**src/inc/eeprom_ctl_map.vh**
```
`ifndef EEPROM_CTL_MAP_VH
`define EEPROM_CTL_MAP_VH
// ----------------------------------------
// register offsets (byte addresses)
// ----------------------------------------
`define REG_CTRL 8'h00
`define REG_ADDR 8'h04
`define REG_DATA 8'h08
`define REG_STATUS 8'h0C
`define REG_RDATA 8'h10
// ----------------------------------------
// control bits
// ----------------------------------------
`define CTRL_GO 0
`define CTRL_WRITE 1
`define CTRL_PROT 2
`define CTRL_POLL 3
`define CTRL_UNPROT 4
`define CTRL_LAST 5
// ----------------------------------------
// status bits
// ----------------------------------------
`define STAT_BUSY 0
`define STAT_DONE 1
`define STAT_TMO 2
// ----------------------------------------
// timing, 20 MHz clock
// ----------------------------------------
`define CLK_NS 50
`define PULSE_NS 150
`define PULSE_CYC ((`PULSE_NS + `CLK_NS - 1) / `CLK_NS)
`define LOAD_WIN_US 100
`define LOAD_WIN_CYC ((`LOAD_WIN_US * 1000) / `CLK_NS)
`define WC_MS 10
`define WC_CYC ((`WC_MS * 1000000) / `CLK_NS)
// ----------------------------------------
// unlock and deactivate sequence
// ----------------------------------------
`define SEQ_A0 13'h1555
`define SEQ_A1 13'h0AAA
`define SEQ_D0 8'hAA
`define SEQ_D1 8'h55
`define SEQ_LOCK 8'hA0
`define SEQ_CLR0 8'h80
`define SEQ_CLR1 8'h20
`endif

```
**src/logic/eeprom_bus_cycle.v**
```verilog
`include "eeprom_ctl_map.vh"
// ----------------------------------------
// one strobed access on the parallel bus
// ----------------------------------------
module eeprom_bus_cycle #(
  parameter PULSE = `PULSE_CYC
) (
  input wire hclk,
  input wire hresetn,
  input wire start,
  input wire wr,
  input wire [12:0] addr,
  input wire [7:0] wdata,
  input wire [7:0] dq_in,
  output wire done,
  output reg [7:0] rdata,
  output reg [12:0] mem_addr,
  output reg ce_n,
  output reg oe_n,
  output reg we_n,
  output reg [7:0] dq_out,
  output reg dq_oe
);
  reg [7:0] cnt;
  reg busy;
  reg wr_q;
  assign done = busy && (cnt == 8'h00) && ce_n;
  always @(posedge hclk or negedge hresetn) begin
    if (!hresetn) begin
      cnt <= 8'h00;
      busy <= 1'b0;
      rdata <= 8'h00;
      mem_addr <= 13'h0000;
      ce_n <= 1'b1;
      oe_n <= 1'b1;
      we_n <= 1'b1;
      dq_out <= 8'h00;
      dq_oe <= 1'b0;
    end else if (start && !busy) begin
      busy <= 1'b1;
      mem_addr <= addr;
      ce_n <= 1'b0;    // per-access select, see RULE18
      oe_n <= wr;      // oe high during write, see RULE6
      we_n <= !wr;
      dq_out <= wdata;
      dq_oe <= wr;
      cnt <= PULSE[7:0];
    end else if (busy) begin
      if (cnt != 8'h00) begin
        cnt <= cnt - 8'h01;
        if (cnt == 8'h01) begin
          if (!wr_q) rdata <= dq_in;
          ce_n <= 1'b1;
          oe_n <= 1'b1;
          we_n <= 1'b1;
        end
      end else begin
        busy <= 1'b0;
        dq_oe <= 1'b0;
      end
    end
  end
  always @(posedge hclk or negedge hresetn) begin
    if (!hresetn) wr_q <= 1'b0;
    else if (start && !busy) wr_q <= wr;
  end
endmodule

```
**src/logic/eeprom_host_ctl.v**
```verilog
`include "eeprom_ctl_map.vh"
// Behaviour
// RULE1: device inverts bit 7 of last written byte while programming.
// RULE2: after programming, bit 7 reads true data again.
// RULE3: bit 6 toggles on each read during programming.
// RULE4: bit 6 stops toggling when write ends; device accessible again.
// RULE5: host deems done only after two equal bit 6 reads.
// RULE6: no write while oe low, we high or ce high.
// RULE7: device ships unprotected, plain writes accepted.
// RULE8: first unlock-sequence write sets protection latch.
// RULE9: protection latch is nonvolatile until deactivation sequence.
// RULE10: protected device ignores writes without preceding unlock sequence.
// RULE11: host sends three fixed address/data writes before data writes.
// RULE12: unlock opens page window of one to sixty-four bytes.
// RULE13: after page load the device returns to protected state.
// RULE14: unlock use leaves device protected across power cycles.
// RULE15: host inserts no other access inside a sequence.
// RULE16: six fixed writes clear the protection latch.
// RULE17: after deactivation and one write cycle time, standard mode.
// RULE18: chip enable from address decode; oe and we shared.
// RULE19: no new write within load window closes page, starts programming.
// RULE20: all bytes of one page load share upper page bits.
// RULE21: bit 6 toggles on reads at any address.
// RULE22: sequence addresses and data are parameters; wrong step rejected. Here only the addresses are parameters; data bytes are macros.
module eeprom_host_ctl #(
  parameter LOAD_WIN = `LOAD_WIN_CYC,
  parameter WC_TIME = `WC_CYC,
  parameter [12:0] SEQ_A0 = `SEQ_A0,
  parameter [12:0] SEQ_A1 = `SEQ_A1
) (
  input wire hclk,
  input wire hresetn,
  input wire hsel,
  input wire [31:0] haddr,
  input wire [1:0] htrans,
  input wire hwrite,
  input wire [2:0] hsize,
  input wire [31:0] hwdata,
  input wire hready,
  output wire hreadyout,
  output wire hresp,
  output reg [31:0] hrdata,
  output wire ce_n,
  output wire oe_n,
  output wire we_n,
  output wire [12:0] mem_addr,
  output wire [7:0] dq_out,
  output wire dq_oe,
  input wire [7:0] dq_in
);
  // ----------------------------------------
  // states
  // ----------------------------------------
  localparam S_IDLE = 6'b000001;
  localparam S_SEQ = 6'b000010;
  localparam S_DATA = 6'b000100;
  localparam S_POLL = 6'b001000;
  localparam S_WAIT = 6'b010000;
  localparam S_ACC = 6'b100000;

  function [31:0] dec;
    input [7:0] off;
    begin
      dec = 32'h0000_0000;
      case (off)
        `REG_CTRL: dec = 32'h0000_0001;
        `REG_ADDR: dec = 32'h0000_0002;
        `REG_DATA: dec = 32'h0000_0004;
        `REG_STATUS: dec = 32'h0000_0008;
        `REG_RDATA: dec = 32'h0000_0010;
        default: dec = 32'h0000_0000;
      endcase
    end
  endfunction

  // ----------------------------------------
  // ahb-lite slave
  // ----------------------------------------
  reg [7:0] a_off;
  reg a_wr;
  reg a_vld;
  reg [5:0] ctrl;
  reg [12:0] addr;
  reg [7:0] data;
  reg busy;
  reg done_f;
  reg tmo_f;
  reg [7:0] rd_byte;
  reg [5:0] state;
  wire [31:0] sel_w;
  assign hreadyout = 1'b1;
  assign hresp = 1'b0;
  assign sel_w = dec(a_off);
  wire go_w = a_vld && a_wr && sel_w[0] && hwdata[`CTRL_GO] && !busy;
  always @(posedge hclk or negedge hresetn) begin
    if (!hresetn) begin
      a_off <= 8'h00;
      a_wr <= 1'b0;
      a_vld <= 1'b0;
    end else if (hready) begin
      a_vld <= hsel && htrans[1];
      a_wr <= hwrite;
      a_off <= haddr[7:0];
    end
  end
  reg [31:0] next_hrdata;
  wire [31:0] sel_a;
  assign sel_a = dec(haddr[7:0]);
  always @* begin
    next_hrdata = 32'h0000_0000;
    if (sel_a[0]) next_hrdata = {26'h000_0000, ctrl};
    if (sel_a[1]) next_hrdata = {19'h0_0000, addr};
    if (sel_a[2]) next_hrdata = {24'h00_0000, data};
    if (sel_a[3]) next_hrdata = {29'h0000_0000, tmo_f, done_f, busy};
    if (sel_a[4]) next_hrdata = {24'h00_0000, rd_byte};
  end
  // read data from a flop; a read straight after a write sees old value
  always @(posedge hclk or negedge hresetn) begin
    if (!hresetn) begin
      hrdata <= 32'h0000_0000;
    end else if (hready && hsel && htrans[1] && !hwrite) begin
      hrdata <= next_hrdata;
    end else if (hready) begin
      hrdata <= 32'h0000_0000;
    end
  end

  // ----------------------------------------
  // bus cycle engine
  // ----------------------------------------
  reg cyc_start;
  reg cyc_wr;
  reg [12:0] cyc_addr;
  reg [7:0] cyc_data;
  wire cyc_done;
  wire [7:0] cyc_rdata;
  reg sq_run;
  eeprom_bus_cycle u_cyc (
    .hclk(hclk),
    .hresetn(hresetn),
    .start(cyc_start),
    .wr(cyc_wr),
    .addr(cyc_addr),
    .wdata(cyc_data),
    .dq_in(dq_in),
    .done(cyc_done),
    .rdata(cyc_rdata),
    .mem_addr(mem_addr),
    .ce_n(ce_n),
    .oe_n(oe_n),
    .we_n(we_n),
    .dq_out(dq_out),
    .dq_oe(dq_oe)
  );

  // ----------------------------------------
  // sequencer
  // ----------------------------------------
  reg [2:0] step;
  reg [2:0] nsteps;
  reg [31:0] tmr;
  reg [7:0] last6;
  reg have_prev;
  reg [12:0] page;
  reg page_open;
  // sequence table; addresses are parameters, data bytes are fixed macros, see RULE22
  function [20:0] seq_ent;
    input unprot;
    input [2:0] i;
    begin
      seq_ent = {SEQ_A0, `SEQ_D0};
      case (i)
        3'd0: seq_ent = {SEQ_A0, `SEQ_D0};
        3'd1: seq_ent = {SEQ_A1, `SEQ_D1};
        3'd2: seq_ent = {SEQ_A0, unprot ? `SEQ_CLR0 : `SEQ_LOCK};
        3'd3: seq_ent = {SEQ_A0, `SEQ_D0};
        3'd4: seq_ent = {SEQ_A1, `SEQ_D1};
        3'd5: seq_ent = {SEQ_A0, `SEQ_CLR1};
        default: seq_ent = {SEQ_A0, `SEQ_D0};
      endcase
    end
  endfunction

  always @(posedge hclk or negedge hresetn) begin
    if (!hresetn) begin
      ctrl <= 6'h00;
      addr <= 13'h0000;
      data <= 8'h00;
      busy <= 1'b0;
      done_f <= 1'b0;
      tmo_f <= 1'b0;
      rd_byte <= 8'h00;
      state <= S_IDLE;
      cyc_start <= 1'b0;
      cyc_wr <= 1'b0;
      cyc_addr <= 13'h0000;
      cyc_data <= 8'h00;
      step <= 3'd0;
      nsteps <= 3'd0;
      tmr <= 32'h0000_0000;
      last6 <= 8'h00;
      have_prev <= 1'b0;
      page <= 13'h0000;
      page_open <= 1'b0;
    end else begin
      cyc_start <= 1'b0;
      if (page_open && state == S_IDLE) begin
        // window lapse closes page, see RULE19
        if (tmr == 32'h0000_0000) page_open <= 1'b0;
        else tmr <= tmr - 32'h0000_0001;
      end
      if (a_vld && a_wr && sel_w[1] && !busy) addr <= hwdata[12:0];
      if (a_vld && a_wr && sel_w[2] && !busy) data <= hwdata[7:0];
      if (a_vld && a_wr && sel_w[3]) begin
        if (hwdata[`STAT_DONE] && !(state == S_IDLE && busy)) done_f <= 1'b0;
        if (hwdata[`STAT_TMO]) tmo_f <= 1'b0;
      end
      case (state)
        S_IDLE: begin
          if (go_w) begin
            ctrl <= hwdata[5:0];
            busy <= 1'b1;
            step <= 3'd0;
            have_prev <= 1'b0;
            if (hwdata[`CTRL_UNPROT]) begin
              nsteps <= 3'd6;   // see RULE16
              state <= S_SEQ;
            end else if (hwdata[`CTRL_POLL]) begin
              tmr <= WC_TIME + WC_TIME;
              state <= S_POLL;
            end else if (hwdata[`CTRL_WRITE] && hwdata[`CTRL_PROT]
                         && !page_open) begin
              nsteps <= 3'd3;   // see RULE10 RULE11
              state <= S_SEQ;
            end else begin
              state <= S_ACC;
            end
          end
        end
        S_SEQ: begin
          // back to back, nothing between, see RULE15
          if (!cyc_start && !cyc_done && step != nsteps && !sq_run) begin
            cyc_start <= 1'b1;
            cyc_wr <= 1'b1;
            {cyc_addr, cyc_data} <= seq_ent(ctrl[`CTRL_UNPROT], step);
          end
          if (cyc_done) begin
            step <= step + 3'd1;
            if (step + 3'd1 == nsteps) begin
              if (ctrl[`CTRL_UNPROT]) begin
                tmr <= WC_TIME;  // see RULE17
                state <= S_WAIT;
              end else begin
                state <= S_ACC;  // see RULE8
              end
            end
          end
        end
        S_ACC: begin
          if (!cyc_start && !cyc_done && !sq_run) begin
            cyc_start <= 1'b1;
            cyc_wr <= ctrl[`CTRL_WRITE];
            cyc_addr <= addr;
            cyc_data <= data;
          end
          if (cyc_done) begin
            if (ctrl[`CTRL_WRITE]) begin
              page <= addr;
              // page stays open only while upper page bits match, see RULE20
              page_open <= !ctrl[`CTRL_LAST] && (!page_open ||
                           page[12:6] == addr[12:6]);
              tmr <= LOAD_WIN;
            end else begin
              rd_byte <= cyc_rdata;
            end
            busy <= 1'b0;
            done_f <= 1'b1;
            state <= S_IDLE;
          end
        end
        S_POLL: begin
          // give up on a device that never settles
          if (tmr == 32'h0000_0000) begin
            tmo_f <= 1'b1;
            busy <= 1'b0;
            done_f <= 1'b1;
            state <= S_IDLE;
          end else begin
            tmr <= tmr - 32'h0000_0001;
          end
          if (!cyc_start && !cyc_done && !sq_run) begin
            cyc_start <= 1'b1;
            cyc_wr <= 1'b0;
            cyc_addr <= addr;  // any address works, see RULE21
          end
          if (cyc_done) begin
            last6 <= cyc_rdata;
            have_prev <= 1'b1;
            page_open <= 1'b0;
            // two equal bit 6 reads end the poll, see RULE5
            if (have_prev && last6[6] == cyc_rdata[6]) begin
              rd_byte <= cyc_rdata;
              busy <= 1'b0;
              done_f <= 1'b1;
              state <= S_IDLE;
            end
          end
        end
        S_WAIT: begin
          if (tmr == 32'h0000_0000) begin
            busy <= 1'b0;
            done_f <= 1'b1;
            state <= S_IDLE;
          end else begin
            tmr <= tmr - 32'h0000_0001;
          end
        end
        default: state <= S_IDLE;
      endcase
    end
  end
  // an access is in flight between start and done
  always @(posedge hclk or negedge hresetn) begin
    if (!hresetn) sq_run <= 1'b0;
    else if (cyc_start) sq_run <= 1'b1;
    else if (cyc_done) sq_run <= 1'b0;
  end
endmodule

```
**config.mk**
```make
export PLATFORM = sky130hd
export DESIGN_NAME = eeprom_host_ctl
export DESIGN_NICKNAME = d
export VERILOG_FILES = /design/src/logic/eeprom_bus_cycle.v /design/src/logic/eeprom_host_ctl.v
export VERILOG_INCLUDE_DIRS = /design/src /design/src/inc
export SDC_FILE = /design/constraint.sdc
export NUM_CORES = 1
export LEC_CHECK = 0
export BUFFER_PORTS_ARGS = -buffer_cell sky130_fd_sc_hd__buf_2
export CAP_MARGIN = 20
export CORE_MARGIN = 4
export CORE_UTILIZATION = 52
export CTS_CLUSTER_SIZE = 20
export DETAILED_ROUTE_END_ITERATION = 12
export HOLD_SLACK_MARGIN = 0.06
export PLACE_DENSITY = 0.77
export SYNTH_ARGS = -nofsm -noshare
export SYNTH_HDL_FRONTEND = slang
export SYNTH_SLANG_ARGS = --single-unit
```
**constraint.sdc**
```tcl
create_clock -name hclk -period 2.7 [get_ports hclk]
set_input_delay 0.27 -clock hclk [delete_from_list [all_inputs] [get_ports hclk]]
set_output_delay 0.27 -clock hclk [all_outputs]
set_load 0.05 [all_outputs]
```
# Word-level counts from Yosys, hierarchy flattened
# Index checks and enable logic that the tools add are counted.
# W data, S select, Z words.
# word_totals
reg_bits	213
inputBits	82
wordCells	250
# classes
n_addsub	3
n_eq_ne	35
muxes	101
bitwise	2
reduce_logical	75
# op_table
cell	count
$mux W32	17
$pmux W32 S4	1
$mux W6	13
$mux W8	9
$pmux W21 S3	1
$mux W1	40
$eq A8 B4 Y1 const B	4
$logic_not A32 Y1	1
$pmux W8 S2	2
$sub A32 B1 Y32 const B	1
$pmux W6 S5	1
$logic_and A1 B1 Y1	27
$mux W13	2
$pmux W13 S2	1
$pmux W5 S5	1
$logic_not A8 Y1	3
$ne A2 B2 Y1 const B	11
$reduce_bool A2 Y1	11
$reduce_and A3 Y1	7
$pmux W4 S5	1
$eq A8 B3 Y1 const B	2
$eq A8 B5 Y1 const B	2
$mux W3	5
$reduce_and A4 Y1	3
other kinds (29)	50

# Depth between registers and ports, before layout
# logic_depth
word_depth	10
mapped_depth	11
depth_no_buf	9

# Cells and area by module
# Synthesis repeated with hierarchy kept, for this count alone.
# hier_totals
hier_cells	939
area_unflattened_um2	9236.4
# modules_own_cells
mod	n_inst	cells_per_inst	area_each_um2
eeprom_host_ctl	1	759	7388.3
eeprom_bus_cycle	1	180	1848.0

# Worst setup path before layout
# No wires, ideal clock.
# synth_timing
kind	flip-flop to flip-flop
start	reg u_cyc.cnt[0]
end	reg tmr[21]
setup_ns	0.127
t_arrival_ns	2.474
setup_slack_ns	0.099
stages_incl_launch_ff	11
path_buffers	1
period_less_slack_ns	2.601
path_cell_list	dfrtp_1 inv_1 ha_1 nor4bb_1 nand4_1 a221oi_1 and3_1 buf_6 o21ai_4 o31ai_1 a21oi_1
# synth_between
elab_chain_len	5
word_cells_on_any_way	6
classes_between	mux (3); reduce/logical (3)
# synth_lines
item	line_no	text
start: declaration	eeprom_bus_cycle.v:24	reg [7:0] cnt;
start signal: assignment	eeprom_bus_cycle.v:47	cnt <= PULSE[7:0];
start signal: assignment	eeprom_bus_cycle.v:50	cnt <= cnt - 8'h01;
$logic_not A8 Y1 *	eeprom_bus_cycle.v:27	assign done = busy && (cnt == 8'h00) && ce_n;
$logic_and A1 B1 Y1 * (2 in series)	eeprom_bus_cycle.v:27	
$mux W32 (on tied branches)	eeprom_host_ctl.v:266, eeprom_host_ctl.v:247	
$pmux W32 S4 *	eeprom_host_ctl.v:218	case (state)
end signal: assignment	eeprom_host_ctl.v:210	else tmr <= tmr - 32'h0000_0001;
end signal: assignment	eeprom_host_ctl.v:229	tmr <= WC_TIME + WC_TIME;
end signal: assignment	eeprom_host_ctl.v:289	tmr <= tmr - 32'h0000_0001;
end: declaration	eeprom_host_ctl.v:161	reg [31:0] tmr;
# Every way passes the cells marked *; elsewhere a longest branch is shown, timed or not.
# A chain may end at the register's enable or synchronous reset.

# Final worst setup path
# layout_timing
start	reg a_off[5]
end	reg tmr[21]
# layout_between
elab_chain_len	7
word_cells_on_any_way	11
classes_between	eq/ne (4); mux (3); reduce/logical (4)
# layout_lines
item	line_no	text
start: declaration	eeprom_host_ctl.v:79	reg [7:0] a_off;
start signal: assignment	eeprom_host_ctl.v:103	a_off <= haddr[7:0];
$eq A8 B5 Y1, or another cell as far along	eeprom_host_ctl.v:65	case (off)
$pmux W4 S5 *	eeprom_host_ctl.v:65	
$logic_and A1 B1 Y1 * (3 in series)	eeprom_host_ctl.v:94	wire go_w = a_vld && a_wr && sel_w[0] && hwdata[`CTRL_GO] && !busy;
$mux W32 *	eeprom_host_ctl.v:220	if (go_w) begin
$pmux W32 S4 *	eeprom_host_ctl.v:218	
# Marked as above.

==> out/qor.yml <==
grt_start_max_net_pins: 70
setup.worst_path.class: "reg -> reg"
grtUsageTotal_pct: 22.2
synth_area_sq_um: 9060
place_area_sq_um: 9870
clk_root_buffer_cell: "clkbuf_16"
htreeDepth: 4
crit_path_end_kind: "flop"
drt_first_pass_iters: 6
dieArea_sq_um: 19600
globalplace.congestion: 0.896
async_flop_share_pct: 100
synth_area_leaders: "dfrtp_1 49%, mux2_2 6.8%, nand2_1 6.7%"
hp-class: "in -> reg"
postLayoutCoreUtil_pct: 61.8
synth_edf_count: 0
nets: 1131
final-setup-viol-count: 0
final_area_sq_um: 10600
pre_cts_ws_ps: 0.910
ir_drop_mv: 0.432
rsz0062_at_grt: "yes"
drc_errors: 0
cap_violations: 0
vias: 7282
vias_per_cell: 5.70
arrival_ps: 2950
avgSynthCellArea_sq_um: 9.80
synth_top_area_share_pct: 49.1
chipWidth_um: 140
fin_crit_sh_pct: 97.9
final.min_clock_period_ps: 2640
drt_wl_total_um: 21600
synth_seq_cells: 182
ys.flop_type: "dfrtp_1"
start_util_pct: 52.8
grt_pass1_vias: 6981
die_y_um: 140
skew_ps: 13.8
worstSetupStartpointType: "flop"
setup_slack_ps: 57.3
tightest_slew_ps: 592
core-area_sq_um: 17200
grt_overflow: 0
fmax_mhz: 378
outcome: "completed"
clock_latency_ps: 430
layout-drive-gt1-share_pct: 24.0
area_delta_synth_final_pct: 17.0
antenna_found_initial: 0
netlist_instances: 925
power.density_nw_per_um2: 629
worstPathMaxFanout: 10
fin_tns_setup_ps: 0
n_antenna_cell: 0
tritoncts: "yes"
dpl.hpwl_um: 15500
final_max_slew_viol_count: 0
cts-buffers-inserted: 17
cts.sinks: 182
clk_path_buf_depth: 2
leakage_nw: 5.14
io_pins: 141
num_rows: 48
relSlewSlack_pct: 60.3
io_buffers: 72
grt_pass1_wl_um: 35600
yosysSeqAreaShare_pct: 50.3
ys_warn_count: 0
yosysUniqueCellTypes: 82
required_ps: 3010
ant_nets: 0
post_drt_wl_per_cell_um: 16.9
drtIter0Drc: 586
synth_top_area_cell: "dfrtp_1"
clk_pin_slew_ps: 70
hold_violations: 0
[power breakdown]
group / internal [mW] / switching (mW) / leakage, nW
sequential: 2.91 / 0.150 / 2.45
combinational: 0.489 / 0.754 / 2.42
clock: 1.22 / 1.15 / 0.269
[per-stage QoR]
step | std cells | hold slack [ps] | power (mW)
6_report | 1278 | 77.5 | 6.67
5_1_grt | 1278 | 65.6 | 7.00
4_1_cts | 1277 | 62.4 | 6.66
3_5_place_dp | 1235 | 216 | 4.27
3_3_place_gp | 1235 | 208 | 4.24
2_1_floorplan | 945 | -25.6 | 3.85
[sequential cells by signal (all words and copies together) (netlist names), 13 cells and up]
signal and flops:
addr 13, cyc_addr 13, hrdata 13, tmr 32, u_cyc.mem_addr 13
[placed cells by master (no fill, tap or decap), types with 7 or more instances in the layout]
cell type / Yosys / final
a21oi_1: 56 / 56
buf_2: 2 / 71
buf_4: 22 / 49
clkbuf_16: 0 / 17
conb_1: 2 / 22
dfrtp_1: 178 / 178
dlygate4sd3_1: 0 / 11
ha_1: 8 / 7
inv_1: 26 / 26
mux2_2: 55 / 55
nand2_1: 163 / 163
nand3_1: 24 / 24
nand4_1: 10 / 10
nor2_1: 48 / 47
nor2b_1: 15 / 15
nor3_1: 20 / 20
nor4_1: 8 / 7
o211ai_1: 8 / 8
o21ai_0: 78 / 76
o22ai_1: 7 / 7
or3_1: 14 / 14
or4_1: 7 / 7
xnor2_1: 10 / 10
xor2_1: 9 / 9
[path summary, 6_finish.rpt]
path / depth (start not counted) / to / slack (ps) / startpoint
max in group asynchronous: 3 / state[0] / 1670 / hresetn
setup reg to reg: 7 / tmr[21] / 60 / a_off[5]
hold reg to reg: 2 / u_cyc.mem_addr[5] / 470 / u_cyc.mem_addr[5]
setup / recovery: 7 / tmr[21] / 60 / a_off[5]
hold / removal: 2 / addr[12] / 80 / hwdata[12]
min in group asynchronous: 2 / state[4] / 320 / hresetn
[synthesized netlist by cell type (3+ instances only)]
cell type    n
or3_1       14
mux2i_1      6
nor3b_1      3
or4_1        7
dfrtp_1    178
nor4_1       8
mux4_2       3
nand2_1    163
nor2b_1     15
a31oi_1      6
nor3_1      20
o31ai_1      6
xnor2_1     10
a22oi_1      6
xor2_1       9
nand3_1     24
a311oi_1     6
a221o_1      3
o21ai_0     78
nand2b_1     3
a22o_1       3
a21oi_1     56
nor2_2       3
inv_1       26
dfstp_2      4
buf_4       22
nor2_1      48
ha_1         8
mux2_2      55
o211ai_1     8
nand4_1     10
and3_1       7
clkbuf_1    31
and2_1       6
o22ai_1      7
or2_2        3
[final cells by class]
cell class	instances	area (sq um)
clock buffers	17	425
clock inverters	14	135
fillers	1456	6570
inverters	26	97.6
multi-input cells	679	4210
flip-flops and latches	182	4560
well taps	225	282
repair buffers	135	905
[layer usage]
layer  GRT usage, %  share of wire (%)
met5              0                  0
met4           7.55                2.1
met3           4.75                6.5
met2           34.0                 46
met1           31.7                 46
[timing repair]
action	4_1_cts	5_1_grt
setup endpoints to repair	7	22
endpoints found under the hold margin	42	0
pin swaps	0	6
hold buffers	11	0
resized for setup	1	13
setup buffers	0	1
[cell families (layout without fill, tap and decap cells)]
logic type               Yosys count  in the layout  synth area share [%]
AND/OR/NAND/NOR                  363            363                  19.8
multiplexers                      64             64                  8.24
XOR/XNOR                          20             20                  2.10
other                              2             22                0.0828
adder cells (fa/ha/maj)            8              8                  1.10
flip-flops                       182            182                  50.3
buffers and inverters             84            192                  4.90
AO/OA/AOI/OAI                    202            202                  13.5
[worst max-delay path: stages, from the launching register on]
cell     delay [ps]
dfrtp_1         380
or4_4           530
or4_4           520
o31ai_4         340
and3_4          290
o21ai_4         110
o31ai_2         250
a21oi_1         100
Note: power is estimated with default switching activity, not from simulation.
